$ cat src/inc/codec_regs_pkg.sv
// shared offsets, field layouts, reset values, tables and timing for the codec control slice
package codec_regs_pkg;
    // register indices; byte address is four times the index
    localparam int         APB_AW        = 8;
    localparam logic [7:0] IDX_PLL_INT   = 8'h1B;
    localparam logic [7:0] IDX_PLL_FRAC  = 8'h1C;
    localparam logic [7:0] IDX_CTRL4     = 8'h1D;
    localparam logic [7:0] IDX_HS_GAIN   = 8'h1E;
    localparam logic [7:0] IDX_IRQ_STAT  = 8'h20;
    localparam logic [7:0] IDX_IRQ_MASK  = 8'h21;
    localparam logic [7:0] ADDR_PLL_INT  = IDX_PLL_INT * 8'h04;
    localparam logic [7:0] ADDR_PLL_FRAC = IDX_PLL_FRAC * 8'h04;
    localparam logic [7:0] ADDR_CTRL4    = IDX_CTRL4 * 8'h04;
    localparam logic [7:0] ADDR_HS_GAIN  = IDX_HS_GAIN * 8'h04;
    localparam logic [7:0] ADDR_IRQ_STAT = IDX_IRQ_STAT * 8'h04;
    localparam logic [7:0] ADDR_IRQ_MASK = IDX_IRQ_MASK * 8'h04;
    // pll fields
    localparam int          J_LSB     = 2;
    localparam logic [5:0]  J_RST     = 6'h01;
    localparam int          FRAC_LSB  = 2;
    localparam logic [13:0] FRAC_MAX  = 14'h270F;
    localparam logic [13:0] FRAC_RST  = 14'h0000;
    // control word four fields
    localparam int          STEP_IN_BIT   = 15;
    localparam int          STEP_DAC_BIT  = 14;
    localparam int          STEP_SIDE_BIT = 13;
    localparam int          STEP_CELL_BIT = 12;
    localparam int          STEP_BUZ_BIT  = 11;
    localparam int          HYS_LSB       = 9;
    localparam int          HBIAS_LSB     = 7;
    localparam int          NBIAS_BIT     = 6;
    localparam int          SHORT_BIT     = 1;
    localparam logic [9:0]  CTRL4_RST     = 10'h000;
    // handset gain word fields
    localparam int          MUTE_BIT  = 15;
    localparam int          GAIN_LSB  = 8;
    localparam int          TGT_LSB   = 5;
    localparam int          TC_LSB    = 1;
    localparam int          AGC_BIT   = 0;
    localparam logic [15:0] HS_RST    = 16'hFF00;
    // interrupt status bits
    localparam int          IRQ_W     = 3;
    localparam int          IRQ_SHORT = 0;
    localparam int          IRQ_CLAMP = 1;
    localparam int          IRQ_JREJ  = 2;
    // timing and gain steps (units of 0.5 dB)
    localparam int          CLK_PERIOD_NS = 25;
    localparam int          MS_NS         = 1000000;
    localparam int          MS_CYCLES     = (MS_NS + CLK_PERIOD_NS - 1) / CLK_PERIOD_NS;
    localparam int          STEP_FINE     = 1;
    localparam int          STEP_COARSE   = 6;
    localparam int          AGC_SHIFT     = 2;
    localparam logic signed [7:0] AGC_MIN = 8'shE8;
    localparam logic signed [7:0] AGC_MAX = 8'sh77;

    typedef enum logic [1:0] {AGC_HOLD = 2'b00, AGC_ATTACK = 2'b01, AGC_DECAY = 2'b10}
        agc_dir_type;
    typedef enum logic [1:0] {BIAS_3V3 = 2'b00, BIAS_2V5 = 2'b01, BIAS_2V0 = 2'b10}
        bias_level_type;

    function automatic logic signed [7:0] agc_target_lut(input logic [2:0] sel);
        logic signed [7:0] t;
        case (sel)
            3'h0:    t = 8'shF5;
            3'h1:    t = 8'shF0;
            3'h2:    t = 8'shEC;
            3'h3:    t = 8'shE8;
            3'h4:    t = 8'shE4;
            3'h5:    t = 8'shDE;
            3'h6:    t = 8'shD8;
            default: t = 8'shD0;
        endcase
        return t;
    endfunction : agc_target_lut

    function automatic logic [3:0] hys_lut(input logic [1:0] sel);
        return (sel == 2'h3) ? 4'h0 : (4'h2 << sel);
    endfunction : hys_lut

    function automatic logic [8:0] attack_ms_lut(input logic [1:0] sel);
        return (sel == 2'h0) ? 9'h008 : (sel == 2'h1) ? 9'h00B :
               (sel == 2'h2) ? 9'h010 : 9'h014;
    endfunction : attack_ms_lut

    function automatic logic [8:0] decay_ms_lut(input logic [1:0] sel);
        return (sel == 2'h0) ? 9'h064 : (sel == 2'h1) ? 9'h0C8 :
               (sel == 2'h2) ? 9'h190 : 9'h1F4;
    endfunction : decay_ms_lut
endpackage : codec_regs_pkg

$ cat src/inc/gain_if.sv
// one gain stage: requested gain in, stepped gain out
interface gain_if #(parameter int W = 7);
    logic [W-1:0] target;
    logic [W-1:0] applied;
    logic         step_off;
    logic         tick;
    modport ctrl  (output target, output step_off, output tick, input applied);
    modport stage (input target, input step_off, input tick, output applied);
endinterface : gain_if

$ cat src/verilog/codec_ctrl_regs.sv
// pll multiplier, control word four and handset gain/agc registers behind apb
// Notes on behaviour
// - pll integer multiplier is bits 7..2, values 1..63; zero is never accepted
// - pll fraction bits 15..2 reset to zero, writes above 9999 stored as 9999
// - bits 15..11 turn off soft-stepping per gain stage; zero keeps stepping on
// - sidetone and cell-phone gains step 0.5 dB per reference sample
// - buzzer gain steps 3 dB per reference sample
// - agc hysteresis bits 10..9: 1, 2, 4 dB, or none for 11
// - hysteresis only counts while agc serves the handset input
// - headset bias bits 8..7: 3.3 V, 2.5 V, then 2.0 V for both upper codes
// - handset bias bit 6: 0 gives 2.5 V, 1 gives 2.0 V
// - read-only bit 1 shows a headphone short circuit
// - handset mute bit 15 resets to one, input starts muted
// - handset gain bits 14..8 in 0.5 dB steps, reset all ones
// - with agc on and handset selected, mute and gain bits read agc gain
// - that readback is signed 8-bit in 0.5 dB units, -12 to +59.5 dB
// - agc target bits 7..5 pick the aimed adc level, -5.5 to -24 dB
// - agc timing bits 4..1 pick attack and decay times, fixed in ms
// - bit 0 hands the adc gain to the agc; otherwise written gain rules
//
// Our own choice: the APB register port.
module codec_ctrl_regs
    import codec_regs_pkg::*;
#(
    parameter int MS_CYCLES = codec_regs_pkg::MS_CYCLES
) (
    // clock and reset
    input  wire logic                       mclk_i,
    input  wire logic                       rst_b_i,
    // apb slave
    input  wire logic                       psel_i,
    input  wire logic                       penable_i,
    input  wire logic                       pwrite_i,
    input  wire logic [codec_regs_pkg::APB_AW-1:0] paddr_i,
    input  wire logic [31:0]                pwdata_i,
    output logic [31:0]                     prdata_o,
    output logic                            pready_o,
    output logic                            pslverr_o,
    output logic                            irq_o,
    // pll
    input  wire logic                       pll_enable_i,
    output logic [5:0]                      pll_integer_mult_o,
    output logic [13:0]                     pll_fraction_mult_o,
    output logic                            pll_mult_valid_o,
    // gain stages
    input  wire logic                       fs_tick_i,
    input  wire logic [6:0]                 sidetone_target_i,
    input  wire logic [6:0]                 cell_target_i,
    input  wire logic [6:0]                 buzzer_target_i,
    output logic [6:0]                      sidetone_gain_o,
    output logic [6:0]                      cell_gain_o,
    output logic [6:0]                      buzzer_gain_o,
    output logic                            dac_pga_step_off_o,
    // microphone bias and protection
    output logic [1:0]                      headset_bias_level_o,
    output logic [1:0]                      handset_bias_level_o,
    input  wire logic                       short_detect_i,
    // handset adc path
    input  wire logic                       handset_sel_i,
    input  wire logic                       adc_level_valid_i,
    input  wire logic signed [7:0]          adc_level_i,
    output logic signed [7:0]               adc_gain_o,
    output logic                            adc_mute_o
);
    import codec_regs_pkg::*;

    localparam int MS_W = $clog2(MS_CYCLES);

    if (MS_CYCLES < 2) begin : g_bad_ms
        $error("codec_ctrl_regs: MS_CYCLES must be at least 2");
    end

    logic [5:0]         j_q;
    logic [13:0]        frac_q;
    logic [9:0]         ctrl4_q;
    logic [15:0]        hs_q;
    logic [IRQ_W-1:0]   stat_q;
    logic [IRQ_W-1:0]   stat_d;
    logic [IRQ_W-1:0]   mask_q;
    logic               short_q;
    logic [31:0]        prdata_q;
    logic [MS_W-1:0]    ms_cnt_q;
    logic signed [7:0]  adc_gain_q;
    logic               adc_mute_q;

    // apb decode: zero wait states, data captured in the setup cycle
    wire setup_w   = psel_i && !penable_i;
    wire access_w  = psel_i && penable_i;
    wire wr_w      = access_w && pwrite_i;
    wire hit_jint  = paddr_i == ADDR_PLL_INT;
    wire hit_frac  = paddr_i == ADDR_PLL_FRAC;
    wire hit_ctrl4 = paddr_i == ADDR_CTRL4;
    wire hit_hs    = paddr_i == ADDR_HS_GAIN;
    wire hit_stat  = paddr_i == ADDR_IRQ_STAT;
    wire hit_mask  = paddr_i == ADDR_IRQ_MASK;
    wire mapped_w  = hit_jint || hit_frac || hit_ctrl4 || hit_hs || hit_stat || hit_mask;
    wire stat_rd_w = access_w && !pwrite_i && hit_stat;

    // field views
    wire [5:0]  j_wr_w    = pwdata_i[J_LSB +: 6];
    wire [13:0] frac_wr_w = pwdata_i[FRAC_LSB +: 14];
    wire        frac_big  = frac_wr_w > FRAC_MAX;
    wire [1:0]  hys_sel   = ctrl4_q[HYS_LSB - 6 +: 2];
    wire [1:0]  hbias_sel = ctrl4_q[HBIAS_LSB - 6 +: 2];
    wire        agc_on_w  = hs_q[AGC_BIT];
    wire        agc_hs_w  = agc_on_w && handset_sel_i;

    // events into sticky status
    wire [IRQ_W-1:0] event_w;
    assign event_w[IRQ_SHORT] = short_detect_i && !short_q;
    assign event_w[IRQ_CLAMP] = wr_w && hit_frac && frac_big;
    assign event_w[IRQ_JREJ]  = wr_w && hit_jint && j_wr_w == 6'h00;

    // agc and stepped gains
    logic signed [7:0] agc_gain_w;
    wire               ms_tick_w = ms_cnt_q == MS_W'(MS_CYCLES - 1);
    wire [6:0]         hs_step_w;

    // readback words; reserved bits answer zero
    wire [15:0] gain_rd_w = agc_hs_w ? {agc_gain_w, hs_q[7:0]} : hs_q;
    wire [15:0] ctrl4_rd_w = {ctrl4_q, 4'h0, short_q, 1'b0};
    wire [31:0] rd_mux_w =
        hit_jint  ? {24'h000000, j_q, 2'b00} :
        hit_frac  ? {16'h0000, frac_q, 2'b00} :
        hit_ctrl4 ? {16'h0000, ctrl4_rd_w} :
        hit_hs    ? {16'h0000, gain_rd_w} :
        hit_stat  ? {29'h00000000, stat_q} :
        hit_mask  ? {29'h00000000, mask_q} : 32'h00000000;

    // set wins over the read-clear of the captured bits
    assign stat_d = (stat_q & ~(stat_rd_w ? prdata_q[IRQ_W-1:0] : '0)) | event_w;

    assign prdata_o  = prdata_q;
    assign pready_o  = access_w;
    assign pslverr_o = access_w && !mapped_w;
    assign irq_o     = |(stat_q & mask_q);

    always_ff @(posedge mclk_i) begin
        if (!rst_b_i) begin
            prdata_q <= 32'h00000000;
            stat_q   <= '0;
            mask_q   <= '0;
            short_q  <= 1'b0;
            ms_cnt_q <= '0;
        end else begin
            if (setup_w) prdata_q <= rd_mux_w;
            if (wr_w && hit_mask) mask_q <= pwdata_i[IRQ_W-1:0];
            stat_q   <= stat_d;
            short_q  <= short_detect_i;
            ms_cnt_q <= ms_tick_w ? '0 : ms_cnt_q + MS_W'(1);
        end
    end

    // pll multiplier registers
    always_ff @(posedge mclk_i) begin
        if (!rst_b_i) begin
            j_q    <= J_RST;
            frac_q <= FRAC_RST;
        end else begin
            if (wr_w && hit_jint && j_wr_w != 6'h00) j_q <= j_wr_w;
            if (wr_w && hit_frac) frac_q <= frac_big ? FRAC_MAX : frac_wr_w;
        end
    end

    // control word four and handset gain word
    always_ff @(posedge mclk_i) begin
        if (!rst_b_i) begin
            ctrl4_q <= CTRL4_RST;
            hs_q    <= HS_RST;
        end else begin
            if (wr_w && hit_ctrl4) ctrl4_q <= pwdata_i[15:6];
            if (wr_w && hit_hs) hs_q <= pwdata_i[15:0];
        end
    end

    assign pll_integer_mult_o  = j_q;
    assign pll_fraction_mult_o = frac_q;
    assign pll_mult_valid_o    = pll_enable_i;

    // bias decode; both upper headset codes give the lowest level
    assign headset_bias_level_o = (hbias_sel == 2'b00) ? BIAS_3V3 :
                                  (hbias_sel == 2'b01) ? BIAS_2V5 : BIAS_2V0;
    assign handset_bias_level_o = ctrl4_q[NBIAS_BIT - 6] ? BIAS_2V0 : BIAS_2V5;
    assign dac_pga_step_off_o   = ctrl4_q[STEP_DAC_BIT - 6];

    // four stepped stages: sidetone, cell phone, buzzer, handset input
    gain_if #(.W(7)) st [4] ();
    wire [6:0] tgt_w  [4];
    wire       soff_w [4];
    assign tgt_w[0]  = sidetone_target_i;
    assign tgt_w[1]  = cell_target_i;
    assign tgt_w[2]  = buzzer_target_i;
    assign tgt_w[3]  = hs_q[GAIN_LSB +: 7];
    assign soff_w[0] = ctrl4_q[STEP_SIDE_BIT - 6];
    assign soff_w[1] = ctrl4_q[STEP_CELL_BIT - 6];
    assign soff_w[2] = ctrl4_q[STEP_BUZ_BIT - 6];
    assign soff_w[3] = ctrl4_q[STEP_IN_BIT - 6];

    for (genvar i = 0; i < 4; i++) begin : g_stage
        assign st[i].target   = tgt_w[i];
        assign st[i].step_off = soff_w[i];
        assign st[i].tick     = fs_tick_i;
        // buzzer moves in 3 dB steps, the rest in 0.5 dB
        gain_stepper #(
            .W    (7),
            .STEP ((i == 2) ? STEP_COARSE : STEP_FINE),
            .RST  ((i == 3) ? HS_RST[GAIN_LSB +: 7] : 7'h00)
        ) u_step (
            .mclk_i  (mclk_i),
            .rst_b_i (rst_b_i),
            .g       (st[i])
        );
    end

    assign sidetone_gain_o = st[0].applied;
    assign cell_gain_o     = st[1].applied;
    assign buzzer_gain_o   = st[2].applied;
    assign hs_step_w       = st[3].applied;

    // hysteresis dropped unless the agc is serving the handset
    agc_engine u_agc (
        .mclk_i        (mclk_i),
        .rst_b_i       (rst_b_i),
        .enable_i      (agc_on_w),
        .ms_tick_i     (ms_tick_w),
        .hys_i         (handset_sel_i ? hys_lut(hys_sel) : 4'h0),
        .attack_ms_i   (attack_ms_lut(hs_q[TC_LSB +: 2])),
        .decay_ms_i    (decay_ms_lut(hs_q[TC_LSB + 2 +: 2])),
        .target_i      (agc_target_lut(hs_q[TGT_LSB +: 3])),
        .level_valid_i (adc_level_valid_i),
        .level_i       (adc_level_i),
        .gain_o        (agc_gain_w)
    );

    // adc gain owner: agc when enabled, else written mute and stepped gain
    always_ff @(posedge mclk_i) begin
        if (!rst_b_i) begin
            adc_gain_q <= 8'sh00;
            adc_mute_q <= 1'b1;
        end else begin
            adc_gain_q <= agc_on_w ? agc_gain_w : $signed({1'b0, hs_step_w});
            adc_mute_q <= agc_on_w ? 1'b0 : hs_q[MUTE_BIT];
        end
    end

    assign adc_gain_o = adc_gain_q;
    assign adc_mute_o = adc_mute_q;
endmodule : codec_ctrl_regs

$ cat src/verilog/gain_stepper.sv
// soft-stepping gain stage, moves by STEP units per reference sample tick
module gain_stepper #(
    parameter int           W    = 7,
    parameter int           STEP = 1,
    parameter logic [W-1:0] RST  = '0
) (
    // clock and reset
    input wire logic mclk_i,
    input wire logic rst_b_i,
    // gain stage
    gain_if.stage    g
);
    import codec_regs_pkg::*;

    logic [W-1:0] applied_q;
    logic [W-1:0] applied_d;

    wire          up_w   = g.target > applied_q;
    wire [W-1:0]  dist_w = up_w ? g.target - applied_q : applied_q - g.target;
    wire          near_w = dist_w <= W'(STEP);

    // stepping off jumps at once; otherwise one step per tick
    assign applied_d = g.step_off ? g.target :
                       !g.tick    ? applied_q :
                       near_w     ? g.target :
                       up_w       ? applied_q + W'(STEP) : applied_q - W'(STEP);
    assign g.applied = applied_q;

    always_ff @(posedge mclk_i) begin
        if (!rst_b_i) applied_q <= RST;
        else applied_q <= applied_d;
    end

    if (STEP < 1 || STEP >= (1 << W)) begin : g_bad_step
        $error("gain_stepper: STEP out of range");
    end
endmodule : gain_stepper

$ cat src/verilog/agc_engine.sv
// handset agc: one 0.5 dB step per time-constant slice toward the target level
module agc_engine (
    // clock and reset
    input  wire logic        mclk_i,
    input  wire logic        rst_b_i,
    // control
    input  wire logic        enable_i,
    input  wire logic        ms_tick_i,
    input  wire logic [3:0]  hys_i,
    input  wire logic [8:0]  attack_ms_i,
    input  wire logic [8:0]  decay_ms_i,
    input  wire logic signed [7:0] target_i,
    // measured level
    input  wire logic        level_valid_i,
    input  wire logic signed [7:0] level_i,
    // applied gain
    output logic signed [7:0] gain_o
);
    import codec_regs_pkg::*;

    agc_dir_type       dir_q;
    agc_dir_type       dir_d;
    logic [8:0]        ms_q;
    logic [8:0]        ms_d;
    logic signed [7:0] gain_q;
    logic signed [7:0] gain_d;

    wire signed [9:0] lvl_w   = 10'(level_i);
    wire signed [9:0] upper_w = 10'(target_i) + $signed({6'h00, hys_i});
    wire signed [9:0] lower_w = 10'(target_i) - $signed({6'h00, hys_i});
    wire [8:0] period_w = (dir_q == AGC_ATTACK) ? attack_ms_i : decay_ms_i;
    wire [8:0] slice_w  = ((period_w >> AGC_SHIFT) == 9'h000) ? 9'h001 : period_w >> AGC_SHIFT;
    wire       due_w    = ms_tick_i && dir_q != AGC_HOLD && (ms_q + 9'h001) >= slice_w;

    // a deadband of the hysteresis around the target holds the gain still
    assign dir_d  = !level_valid_i   ? dir_q :
                    lvl_w > upper_w  ? AGC_ATTACK :
                    lvl_w < lower_w  ? AGC_DECAY : AGC_HOLD;
    // too loud lowers gain at attack rate, too quiet raises it at decay rate
    assign gain_d = !due_w ? gain_q :
                    (dir_q == AGC_ATTACK && gain_q > AGC_MIN) ? gain_q - 8'sh01 :
                    (dir_q == AGC_DECAY && gain_q < AGC_MAX)  ? gain_q + 8'sh01 : gain_q;
    assign ms_d   = (due_w || dir_d != dir_q) ? 9'h000 : ms_tick_i ? ms_q + 9'h001 : ms_q;
    assign gain_o = gain_q;

    always_ff @(posedge mclk_i) begin
        if (!rst_b_i || !enable_i) begin
            dir_q  <= AGC_HOLD;
            ms_q   <= 9'h000;
            gain_q <= 8'sh00;
        end else begin
            dir_q  <= dir_d;
            ms_q   <= ms_d;
            gain_q <= gain_d;
        end
    end
endmodule : agc_engine

$ cat config.mk
export PLATFORM = sky130hd
export DESIGN_NAME = codec_ctrl_regs
export DESIGN_NICKNAME = d
export VERILOG_FILES = /design/src/inc/codec_regs_pkg.sv /design/src/inc/gain_if.sv /design/src/verilog/codec_ctrl_regs.sv /design/src/verilog/gain_stepper.sv /design/src/verilog/agc_engine.sv
export SDC_FILE = /design/constraint.sdc
export NUM_CORES = 1
export LEC_CHECK = 0
export ABC_CLOCK_PERIOD_IN_PS = 5300
export BUFFER_PORTS_ARGS = -buffer_cell sky130_fd_sc_hd__buf_2
export CAP_MARGIN = 5
export CORE_UTILIZATION = 35
export DETAILED_ROUTE_END_ITERATION = 16
export GPL_TIMING_DRIVEN = 1
export HOLD_SLACK_MARGIN = 0.02
export PLACE_DENSITY = 0.64
export SYNTH_ARGS = -nofsm -noshare
export SYNTH_HDL_FRONTEND = slang
export SYNTH_SLANG_ARGS = --single-unit
$ cat constraint.sdc
create_clock -name mclk_i -period 5.3 [get_ports mclk_i]
set_clock_uncertainty 0.05 [all_clocks]
set_input_delay 0 -clock mclk_i [delete_from_list [all_inputs] [get_ports mclk_i]]
set_output_delay 0 -clock mclk_i [all_outputs]
set_load 0.01 [all_outputs]
==> flow_metrics.env, run 1 <==
export IMPL_outcome="completed"
export IMPL_crit_path_end_kind="register"
export IMPL_wl_mm=31.6
export IMPL_die_area_sq_um=32600
export IMPL_r2r_cells=19
export IMPL_startpoint_type="register"
export IMPL_slowest_delay_ns=0.64
export IMPL_crit_path_max_fanout=9
export IMPL_rows=65
export IMPL_synth_cell_types=95
export IMPL_finalCritPeriodShare_pct=82.6
export IMPL_grt_max_degree=52
export IMPL_critPathTopFamily="simple AND/OR/NAND/NOR gates"
export IMPL_pin_count=170
export IMPL_ys_warn_count=0
export IMPL_timing_rr_start="hs_q[5]$_SDFFE_PN0P_"
export IMPL_io_buffers=135
export IMPL_clockBufferDepth=2
export IMPL_slew_headroom_pct=12.3
export IMPL_ys_flop_type="dfxtp_1"
export IMPL_worst_slew_pin_slew_ns=1.31
export IMPL_clock_sinks=141
export IMPL_routedWlPerCell_microns=16.3
export IMPL_drive_above_1_share_pct=14.8
export IMPL_hp_start="psel_i"
export IMPL_core_area_sq_um=31500
export IMPL_postPlaceCellArea_sq_um=12000
export IMPL_drt_initial_drc_count=729
export IMPL_post_cts_resized=0
export IMPL_grt_use_met1_pct=24.6
export IMPL_crit_path_frequent_cell="inv_1"
export IMPL_cts_buffers=17
export IMPL_final_cell_mix="dfxtp_1, buf_2, nand2_1, nor2_1, a21oi_1"
export IMPL_cp_depth=19
export IMPL_required_ns=5.53
export IMPL_drc=0
export IMPL_min_to="prdata_o[14]$_SDFFE_PN0P_"
export IMPL_area_growth_pct=16.8
export IMPL_cts_clk_slew_worst_paths_ns=0.07
export IMPL_via_per_inst=5.38
export IMPL_drt_first_pass_iters=5
export IMPL_synth_edf_count=0
export IMPL_r2r_end="u_agc.ms_q[1]$_SDFFE_PP0P_"
export IMPL_setup_tns_ns=0
export IMPL_holdPathStages=5
export IMPL_setup_viol=0
export IMPL_die_y_microns=181
export IMPL_avgSynthCellArea_sq_um=8.04
export IMPL_place_hpwl_mm=24.2
export IMPL_worstSetupPathType="register to register"
export IMPL_max_freq_mhz=228
export IMPL_hp_class="input pin to register"
export IMPL_grt_pass1_wl_mm=50.9
export IMPL_layout_nets=1724
export IMPL_cts_tree="yes"
export IMPL_period_minus_slack_ns=4.38
export IMPL_grt_overflow_total=0
export IMPL_synthesis_area_sq_um=11200
export IMPL_place_gp_congestion=0.890
export IMPL_grt_use_met2_pct=32.7
export IMPL_hold_viol=0
export IMPL_slowest_stage="o2111ai_1"
export IMPL_htree_levels=4
export IMPL_track_usage_pct=19.5
export IMPL_vias=10400
export IMPL_critPathBufInv=3
export IMPL_crit_chain="nand2_1, or2_2, inv_1, ha_1, inv_1, fa_1, inv_1, a21oi_1, nor3_1, a21o_1, ha_1, and4_1, nand4_1, o211ai_1, o21ai_0, a41o_1, or3_1, o2111ai_1, nor3_1"
export IMPL_seq_area_frac_synth_pct=25.3
export IMPL_grt_setup_unrepaired="false"
export IMPL_ys_async_sr_fraction_pct=0
export IMPL_grt_busiest_layer="met2"
export IMPL_first_global_vias=9842
export IMPL_cap_violations=0
export IMPL_cp_arrival_ns=4.60
export IMPL_maxSlewViolCount=0
export IMPL_clockRootBuffer="clkbuf_16"
export IMPL_synthCells=1388
export IMPL_antenna_left=0
export IMPL_final_area_sq_um=13000
export IMPL_use_met3_pct=3.23
export IMPL_r2r_setup_slack_ns=0.92
export IMPL_final_common_cell="dfxtp_1"
export IMPL_p_leak_nw=5.74
export IMPL_clock_latency_ns=0.43
export IMPL_start_util_pct=35.4
export IMPL_antenna_found_initial=1
export IMPL_p_per_area_nw_per_um2=400
export IMPL_ys_ff_latch=141
export IMPL_die_w_microns=181
export IMPL_ir_drop_v=0.000179
[Yosys cell counts (30+ instances only)]
cell type / number / share of area, %
nor2_1: 119 / 4.0
xnor2_1: 37 / 2.9
nand3_1: 35 / 1.6
mux2i_1: 37 / 3.3
ha_1: 111 / 12
dfxtp_1: 141 / 25
o21ai_0: 30 / 1.3
inv_1: 110 / 3.7
clkbuf_1: 45 / 1.5
o211ai_1: 30 / 2.0
nor3_1: 54 / 2.4
nand2_1: 121 / 4.1
a21oi_1: 114 / 5.1
xor2_1: 36 / 2.8
[through the flow]
step	instances	util (%)	total power [mW]	setup WS, ns	hold slack, ns
finish	1936	41.4	5.20	0.924	0.0625
global route	1936	41.4	5.61	0.454	0.0567
CTS	1935	41.4	5.22	0.869	0.0324
detailed placement	1860	38.1	3.94	0.847	-0.0499
global placement	1860	38.1	3.87	0.925	-0.0499
floorplan	1404	-	3.46	1.36	0.0418
[report_power, final]
group / total, mW / internal, mW / leakage [nW] / switching, mW
logic: 2.69 / 1.21 / 4.31 / 1.47
clock network: 1.24 / 0.711 / 0.288 / 0.527
registers: 1.28 / 1.16 / 1.15 / 0.126
total: 5.20 / 3.08 / 5.74 / 2.13
[what timing repair did]
action,4_1_cts,5_1_grt
endpoints found under the hold margin,79,0
hold buffers,43,0
setup buffers,0,0
setup endpoints to repair,0,0
[flip-flops by register name, summed over array words and instances (netlist names)]
register,flops
stat_q,3
adc_mute_o,1
adc_gain_o,8
hs_q,16
g_stage.u_step.g.applied,28
ms_cnt_q,16
prdata_o,16
pll_fraction_mult_o,14
u_agc.gain_o,8
short_q,1
u_agc.dir_q,2
u_agc.ms_q,9
pll_integer_mult_o,6
ctrl4_q,10
mask_q,3
[worst max path at each step]
| stage | startpoint | to | slack (ns) |
|---|---|---|---|
| after CTS | hs_q[5]$_SDFFE_PN0P_ | u_agc.ms_q[1]$_SDFFE_PP0P_ | 0.87 |
| after global placement | hs_q[5]$_SDFFE_PN0P_ | u_agc.ms_q[8]$_SDFFE_PP0P_ | 0.93 |
| after floorplan | hs_q[7]$_SDFFE_PN0P_ | u_agc.ms_q[0]$_SDFFE_PP0P_ | 1.36 |
| after global routing | hs_q[5]$_SDFFE_PN0P_ | u_agc.ms_q[0]$_SDFFE_PP0P_ | 0.45 |
| final | hs_q[5]$_SDFFE_PN0P_ | u_agc.ms_q[1]$_SDFFE_PP0P_ | 0.92 |
| after detailed placement | hs_q[5]$_SDFFE_PN0P_ | u_agc.ms_q[5]$_SDFFE_PP0P_ | 0.85 |
[layout make-up]
cell class / instances / area [sq um]
Inverter: 110 / 413
Clock buffer: 17 / 425
Sequential cell: 141 / 2820
Clock inverter: 15 / 183
Timing Repair Buffer: 185 / 1160
Tap cell: 402 / 503
Multi-Input combinational cell: 1065 / 7520
Antenna cell: 1 / 2.50
Fill cell: 3177 / 18400
[per-layer routing]
metal | routed length [microns] | share of wire (%)
met2 | 14800 | 47
met1 | 14300 | 45
met4 | 987 | 3.1
met5 | 0 | 0
met3 | 1460 | 4.6
[cells by family (layout without fill, tap and decap cells)]
group / Yosys count / count (layout) / synth area share [%]
AO/OA/AOI/OAI: 344 / 344 / 21.3
buffers and inverters: 198 / 327 / 7.84
XOR/XNOR: 73 / 73 / 5.73
flip-flops: 141 / 141 / 25.3
multiplexers: 45 / 45 / 4.15
adder cells (fa/ha/maj): 125 / 125 / 15.0
AND/OR/NAND/NOR: 461 / 461 / 20.6
other: 1 / 18 / 0.0336
[tightest hold or removal path, delay by kind of cell]
family / cells / cell delay (ns)
compound gates: 1 / 0.05
buf+inv: 2 / 0.29
simple gates: 2 / 0.13
No activity file was read; power rests on OpenSTA's default activity.
==> run 2: changes to the inputs <==
--- a/config.mk
+++ b/config.mk
@@ -5,7 +5,7 @@
 export SDC_FILE = /design/constraint.sdc
 export NUM_CORES = 1
 export LEC_CHECK = 0
-export ABC_CLOCK_PERIOD_IN_PS = 5300
+export ABC_CLOCK_PERIOD_IN_PS = 4050
 export BUFFER_PORTS_ARGS = -buffer_cell sky130_fd_sc_hd__buf_2
 export CAP_MARGIN = 5
 export CORE_UTILIZATION = 35
==> constraint.sdc (replaced) <==
create_clock -name mclk_i -period 4.05 [get_ports mclk_i]
set_clock_uncertainty 0.05 [all_clocks]
set_input_delay 0 -clock mclk_i [delete_from_list [all_inputs] [get_ports mclk_i]]
set_output_delay 0 -clock mclk_i [all_outputs]
set_load 0.01 [all_outputs]
==> run 2 against run 1 <==
Net effect: hold slack lost 0.037 ns; critical path type unchanged; highest routed layer unchanged; flip-flop and latch count is the same; utilization increased by 0.37 points.
==> flow_metrics.env, run 2 (synthesis results as in run 1) <==
export IMPL_setup_tns_ns=0
export IMPL_cts_buffers=17
export IMPL_hold_viol=0
export IMPL_fin_cells=1945
export IMPL_maxSlewViolCount=0
export IMPL_dp_cells=1871
export IMPL_slowest_delay_ns=0.43
export IMPL_finalCritPeriodShare_pct=96.4
export IMPL_slew_headroom_pct=31.8
export IMPL_clock_sinks=141
export IMPL_grt_overflow_total=0
export IMPL_crit_path_frequent_cell="inv_1"
export IMPL_p_leak_nw=5.81
export IMPL_r2r_end="u_agc.ms_q[8]$_SDFFE_PP0P_"
export IMPL_hp_start="fs_tick_i"
export IMPL_largest_reg_flops=28
export IMPL_track_usage_pct=19.6
export IMPL_required_ns=4.27
export IMPL_crit_path_max_fanout=5
export IMPL_r2r_setup_slack_ns=0.14
export IMPL_die_area_sq_um=32600
export IMPL_place_gp_congestion=0.914
export IMPL_start_util_pct=35.4
export IMPL_via_per_inst=5.37
export IMPL_cts_clk_slew_worst_paths_ns=0.06
export IMPL_grt_max_degree=58
export IMPL_r2r_cells=18
export IMPL_htree_levels=4
export IMPL_setup_viol=0
export IMPL_wl_mm=32.7
export IMPL_grt_pass1_wl_mm=51.2
export IMPL_cp_arrival_ns=4.13
export IMPL_io_buffers=135
export IMPL_drt_initial_drc_count=723
export IMPL_hp_class="input pin to register"
export IMPL_die_w_microns=181
export IMPL_clockRootBuffer="clkbuf_16"
export IMPL_clock_latency_ns=0.42
export IMPL_critPathBufInv=4
export IMPL_worstSetupPathType="register to register"
export IMPL_rows=65
export IMPL_min_to="g_stage[0].u_step.g.applied[1]$_SDFFE_PN0P_"
export IMPL_antenna_found_initial=0
export IMPL_cts_tree="yes"
export IMPL_final_common_cell="dfxtp_1"
export IMPL_place_hpwl_mm=24.8
export IMPL_antenna_left=0
export IMPL_core_area_sq_um=31500
export IMPL_grt_setup_unrepaired="false"
export IMPL_worst_slew_pin_slew_ns=1.02
export IMPL_pin_count=170
export IMPL_cap_violations=0
export IMPL_vias=10500
export IMPL_final_util_pct=41.7
export IMPL_timing_rr_start="ctrl4_q[3]$_SDFFE_PN0P_"
export IMPL_hold_ws_ns=0.0251
export IMPL_routedWlPerCell_microns=16.8
export IMPL_first_global_vias=9963
export IMPL_layout_nets=1735
export IMPL_crit_chain="or3b_4, inv_1, ha_1, inv_1, fa_1, inv_1, a21oi_1, a21o_1, ha_1, and4_1, nand4_1, o211ai_1, o21ai_0, a41o_1, or3_4, o2111ai_4, buf_6, nor3_1"
export IMPL_slowest_stage="or3_4"
export IMPL_period_minus_slack_ns=3.91
export IMPL_outcome="completed"
export IMPL_drt_first_pass_iters=5
export IMPL_max_freq_mhz=256
export IMPL_holdPathStages=2
export IMPL_final_area_sq_um=13100
export IMPL_crit_path_end_kind="register"
export IMPL_drc=0
export IMPL_n_antenna_cell=0
export IMPL_ir_drop_v=0.000210
export IMPL_startpoint_type="register"
export IMPL_clockBufferDepth=2
export IMPL_drive_above_1_share_pct=15.6
export IMPL_p_per_area_nw_per_um2=520
export IMPL_die_y_microns=181
export IMPL_critPathTopFamily="simple AND/OR/NAND/NOR gates"
export IMPL_final_cell_mix="dfxtp_1, buf_2, nand2_1, nor2_1, a21oi_1"
export IMPL_postPlaceCellArea_sq_um=12100
export IMPL_area_growth_pct=17.8
run 2: repair_timing:
item / in CTS / in global routing
hold buffers: 41 / 0
gates cloned: 0 / 1
resized for setup: 1 / 11
setup buffers: 0 / 1
setup endpoints to repair: 9 / 10
pin swaps: 0 / 1
endpoints found under the hold margin: 78 / 0
run 2: worst max path at each step:
stage / start / end / slack [ns] / depth (start not counted)
after floorplan: hs_q[7]$_SDFFE_PN0P_ / u_agc.ms_q[0]$_SDFFE_PP0P_ / 0.11 / 19
after global placement: ctrl4_q[3]$_SDFFE_PN0P_ / u_agc.ms_q[1]$_SDFFE_PP0P_ / 0.007 / 18
after detailed placement: ctrl4_q[3]$_SDFFE_PN0P_ / u_agc.ms_q[4]$_SDFFE_PP0P_ / -0.16 / 18
after CTS: ctrl4_q[3]$_SDFFE_PN0P_ / u_agc.ms_q[4]$_SDFFE_PP0P_ / 0.05 / 19
after global routing: ctrl4_q[3]$_SDFFE_PN0P_ / u_agc.ms_q[4]$_SDFFE_PP0P_ / 0.002 / 18
final: ctrl4_q[3]$_SDFFE_PN0P_ / u_agc.ms_q[8]$_SDFFE_PP0P_ / 0.14 / 18
run 2: cell type report:
type                       count  area, sq um
multi-input combinational   1065         7550
tap                          402          503
fill                        3157        18300
inverter                     110          413
clock inverter                10          141
sequential                   141         2820
timing repair buffer         196         1260
clock buffer                  21          450
run 2: metrics by stage:
step | power, mW | setup WS (ns)
finish | 6.83 | 0.144
CTS | 6.85 | 0.0468
floorplan | 4.52 | 0.108
global placement | 5.12 | 0.00669
detailed placement | 5.21 | -0.162
global route | 7.37 | 0.00235
run 2: power breakdown:
part / switching (mW) / internal, mW / total [mW]
Sequential: 0.165 / 1.51 / 1.68
Combinational: 1.96 / 1.61 / 3.56
Clock: 0.607 / 0.982 / 1.59
run 2: layer usage:
metal	track usage (%)	share of wire, %	vias to the layer above	wire length (microns)
met5	0	0	-	0
met3	3.17	5.6	62	1830
met1	24.6	44	4873	14300
li1	-	-	5170	-
met4	8.82	3.6	0	1170
met2	32.7	47	345	15400
==> run 3: changes to the inputs <==
--- a/config.mk
+++ b/config.mk
@@ -5,14 +5,15 @@
 export SDC_FILE = /design/constraint.sdc
 export NUM_CORES = 1
 export LEC_CHECK = 0
-export ABC_CLOCK_PERIOD_IN_PS = 4050
+export ABC_CLOCK_PERIOD_IN_PS = 3130
 export BUFFER_PORTS_ARGS = -buffer_cell sky130_fd_sc_hd__buf_2
 export CAP_MARGIN = 5
 export CORE_UTILIZATION = 35
 export DETAILED_ROUTE_END_ITERATION = 16
 export GPL_TIMING_DRIVEN = 1
 export HOLD_SLACK_MARGIN = 0.02
-export PLACE_DENSITY = 0.64
+export PLACE_DENSITY = 0.65
 export SYNTH_ARGS = -nofsm -noshare
 export SYNTH_HDL_FRONTEND = slang
+export SYNTH_HIERARCHICAL = 1
 export SYNTH_SLANG_ARGS = --single-unit
==> constraint.sdc (replaced) <==
create_clock -name mclk_i -period 3.13 [get_ports mclk_i]
set_clock_uncertainty 0.05 [all_clocks]
set_input_delay 0 -clock mclk_i [delete_from_list [all_inputs] [get_ports mclk_i]]
set_output_delay 0 -clock mclk_i [all_outputs]
set_load 0.01 [all_outputs]
==> run 3 against run 2 <==
Net effect: the run now ends with setup timing left; hold slack improved by 0.046 ns; register-to-register slack got worse by 0.32 ns; combinational power increased by 53%; flip-flop and latch count is the same; utilization up 2.9 points; critical path depth is 3 lower; via count is 16% higher; sequential power up 27%; cell count is 15% higher; total power up 42%; non-clock buffer count is 112 higher; clock power is 31% higher; largest cell class unchanged.
==> flow_metrics.env, run 3 <==
export IMPL_core_area_sq_um=34500
export IMPL_cp_arrival_ns=3.61
export IMPL_drt_initial_drc_count=746
export IMPL_p_per_area_nw_per_um2=629
export IMPL_antenna_found_initial=0
export IMPL_cts_tree="yes"
export IMPL_outcome="finished with violations"
export IMPL_htree_levels=4
export IMPL_die_area_sq_um=35700
export IMPL_violations="setup timing"
export IMPL_cap_violations=0
export IMPL_clockBufferDepth=2
export IMPL_startpoint_type="register"
export IMPL_cts_buffers=17
export IMPL_vias=12100
export IMPL_setup_tns_ns=-1.29
export IMPL_clock_sinks=141
export IMPL_first_global_vias=11400
export IMPL_postPlaceCellArea_sq_um=14000
export IMPL_avgSynthCellArea_sq_um=8.14
export IMPL_slew_headroom_pct=47.3
export IMPL_track_usage_pct=20.3
export IMPL_synthesis_area_sq_um=12200
export IMPL_grt_max_degree=37
export IMPL_ys_warn_count=6
export IMPL_n_antenna_cell=0
export IMPL_crit_path_end_kind="register"
export IMPL_p_leak_nw=6.78
export IMPL_antenna_left=0
export IMPL_start_util_pct=35.5
export IMPL_crit_path_max_fanout=5
export IMPL_ir_drop_v=0.000385
export IMPL_pin_count=170
export IMPL_max_freq_mhz=303
export IMPL_grt_setup_unrepaired="true"
export IMPL_final_area_sq_um=15400
export IMPL_required_ns=3.43
export IMPL_final_cell_mix="nand2_1, buf_2, dfxtp_1, buf_4, inv_1"
export IMPL_wl_mm=37.1
export IMPL_cts_clk_slew_worst_paths_ns=0.07
export IMPL_synthCells=1503
export IMPL_place_hpwl_mm=28.8
export IMPL_worstSetupPathType="register to register"
export IMPL_rows=68
export IMPL_pre_cts_ws_ns=-0.251
export IMPL_layout_nets=1987
export IMPL_grt_pass1_wl_mm=58.8
export IMPL_area_growth_pct=25.8
export IMPL_die_w_microns=189
export IMPL_finalCritPeriodShare_pct=106
export IMPL_drt_first_pass_iters=5
export IMPL_place_gp_congestion=0.890
export IMPL_io_buffers=135
export IMPL_grt_overflow_total=0
export IMPL_setup_viol=9
export IMPL_final_common_cell="nand2_1"
export IMPL_maxSlewViolCount=0
export IMPL_via_per_inst=5.38
export IMPL_routedWlPerCell_microns=16.5
export IMPL_worst_slew_pin_slew_ns=0.790
export IMPL_fin_ws_ns=-0.174
export IMPL_die_y_microns=189
export IMPL_drive_above_1_share_pct=23.2
export IMPL_period_minus_slack_ns=3.30
export IMPL_largest_reg_flops=28
export IMPL_clock_latency_ns=0.42
export IMPL_drc=0
export IMPL_hold_viol=0
export IMPL_hp_class="input pin to register"
export IMPL_clockRootBuffer="clkbuf_16"
## run 3: what timing repair did
item	4_1_cts	5_1_grt
setup buffers	4	6
endpoints found under the setup margin	10	29
hold buffers	45	0
cloned	1	1
pin swaps	16	18
hold endpoints to repair	77	0
gates resized for setup	15	43
## run 3: layout make-up
| type | count | area, sq um |
|---|---|---|
| inverter | 128 | 480 |
| fill | 3386 | 19100 |
| clock inverter | 13 | 156 |
| timing repair buffer | 308 | 2090 |
| clock buffer | 18 | 439 |
| multi-input combinational | 1183 | 8820 |
| tap | 455 | 569 |
| sequential | 141 | 2830 |
## run 3: per-stage QoR
stage	hold slack (ns)	util, %	std cells	total power [mW]
3_5_place_dp	-0.0499	40.7	2160	7.40
2_1_floorplan	0.0119	-	1532	5.94
6_report	0.0714	44.7	2246	9.68
4_1_cts	0.0531	44.0	2241	9.57
3_3_place_gp	-0.0499	40.7	2160	7.28
5_1_grt	0.0978	44.7	2246	10.4
## run 3: final timing paths
| kind | from | endpoint | slack, ns | depth (start not counted) |
|---|---|---|---|---|
| setup / recovery | ctrl4_q[4]$_SDFFE_PN0P_ | u_agc/ms_q[7]$_SDFFE_PP0P_ | -0.17 | 15 |
| hold / removal | paddr_i[3] | prdata_o[1]$_SDFFE_PN0P_ | 0.07 | 3 |
| setup reg to reg | ctrl4_q[4]$_SDFFE_PN0P_ | u_agc/ms_q[7]$_SDFFE_PP0P_ | -0.17 | 15 |
| hold reg to reg | ms_cnt_q[0]$_SDFF_PP0_ | ms_cnt_q[0]$_SDFF_PP0_ | 0.39 | 1 |
## run 3: report_power, final
group / internal [mW] / leakage (nW) / switching [mW]
clock network: 1.21 / 0.280 / 0.877
registers: 1.96 / 1.15 / 0.170
logic: 2.56 / 5.35 / 2.90
total: 5.73 / 6.78 / 3.95
## run 3: per-layer routing
metal | share of wire, % | wire (microns) | global-route usage [%]
met1 | 45 | 16800 | 26.9
met2 | 47 | 17400 | 34.1
met3 | 5.0 | 1840 | 2.61
met4 | 2.8 | 1030 | 6.08
met5 | 0 | 0 | 0
## run 3: critical path: stages, from the launching register on
cell and delay [ns]:
dfxtp_2 0.34, nor3b_4 0.24, buf_6 0.13, ha_1 0.13
o21bai_1 0.13, a21oi_2 0.09, o21bai_1 0.18, nand2_1 0.09
xor2_1 0.15, ha_1 0.29, nand4_1 0.15, o211ai_1 0.31
o221ai_2 0.16, a221oi_2 0.35, o211ai_2 0.23, nor3b_2 0.21
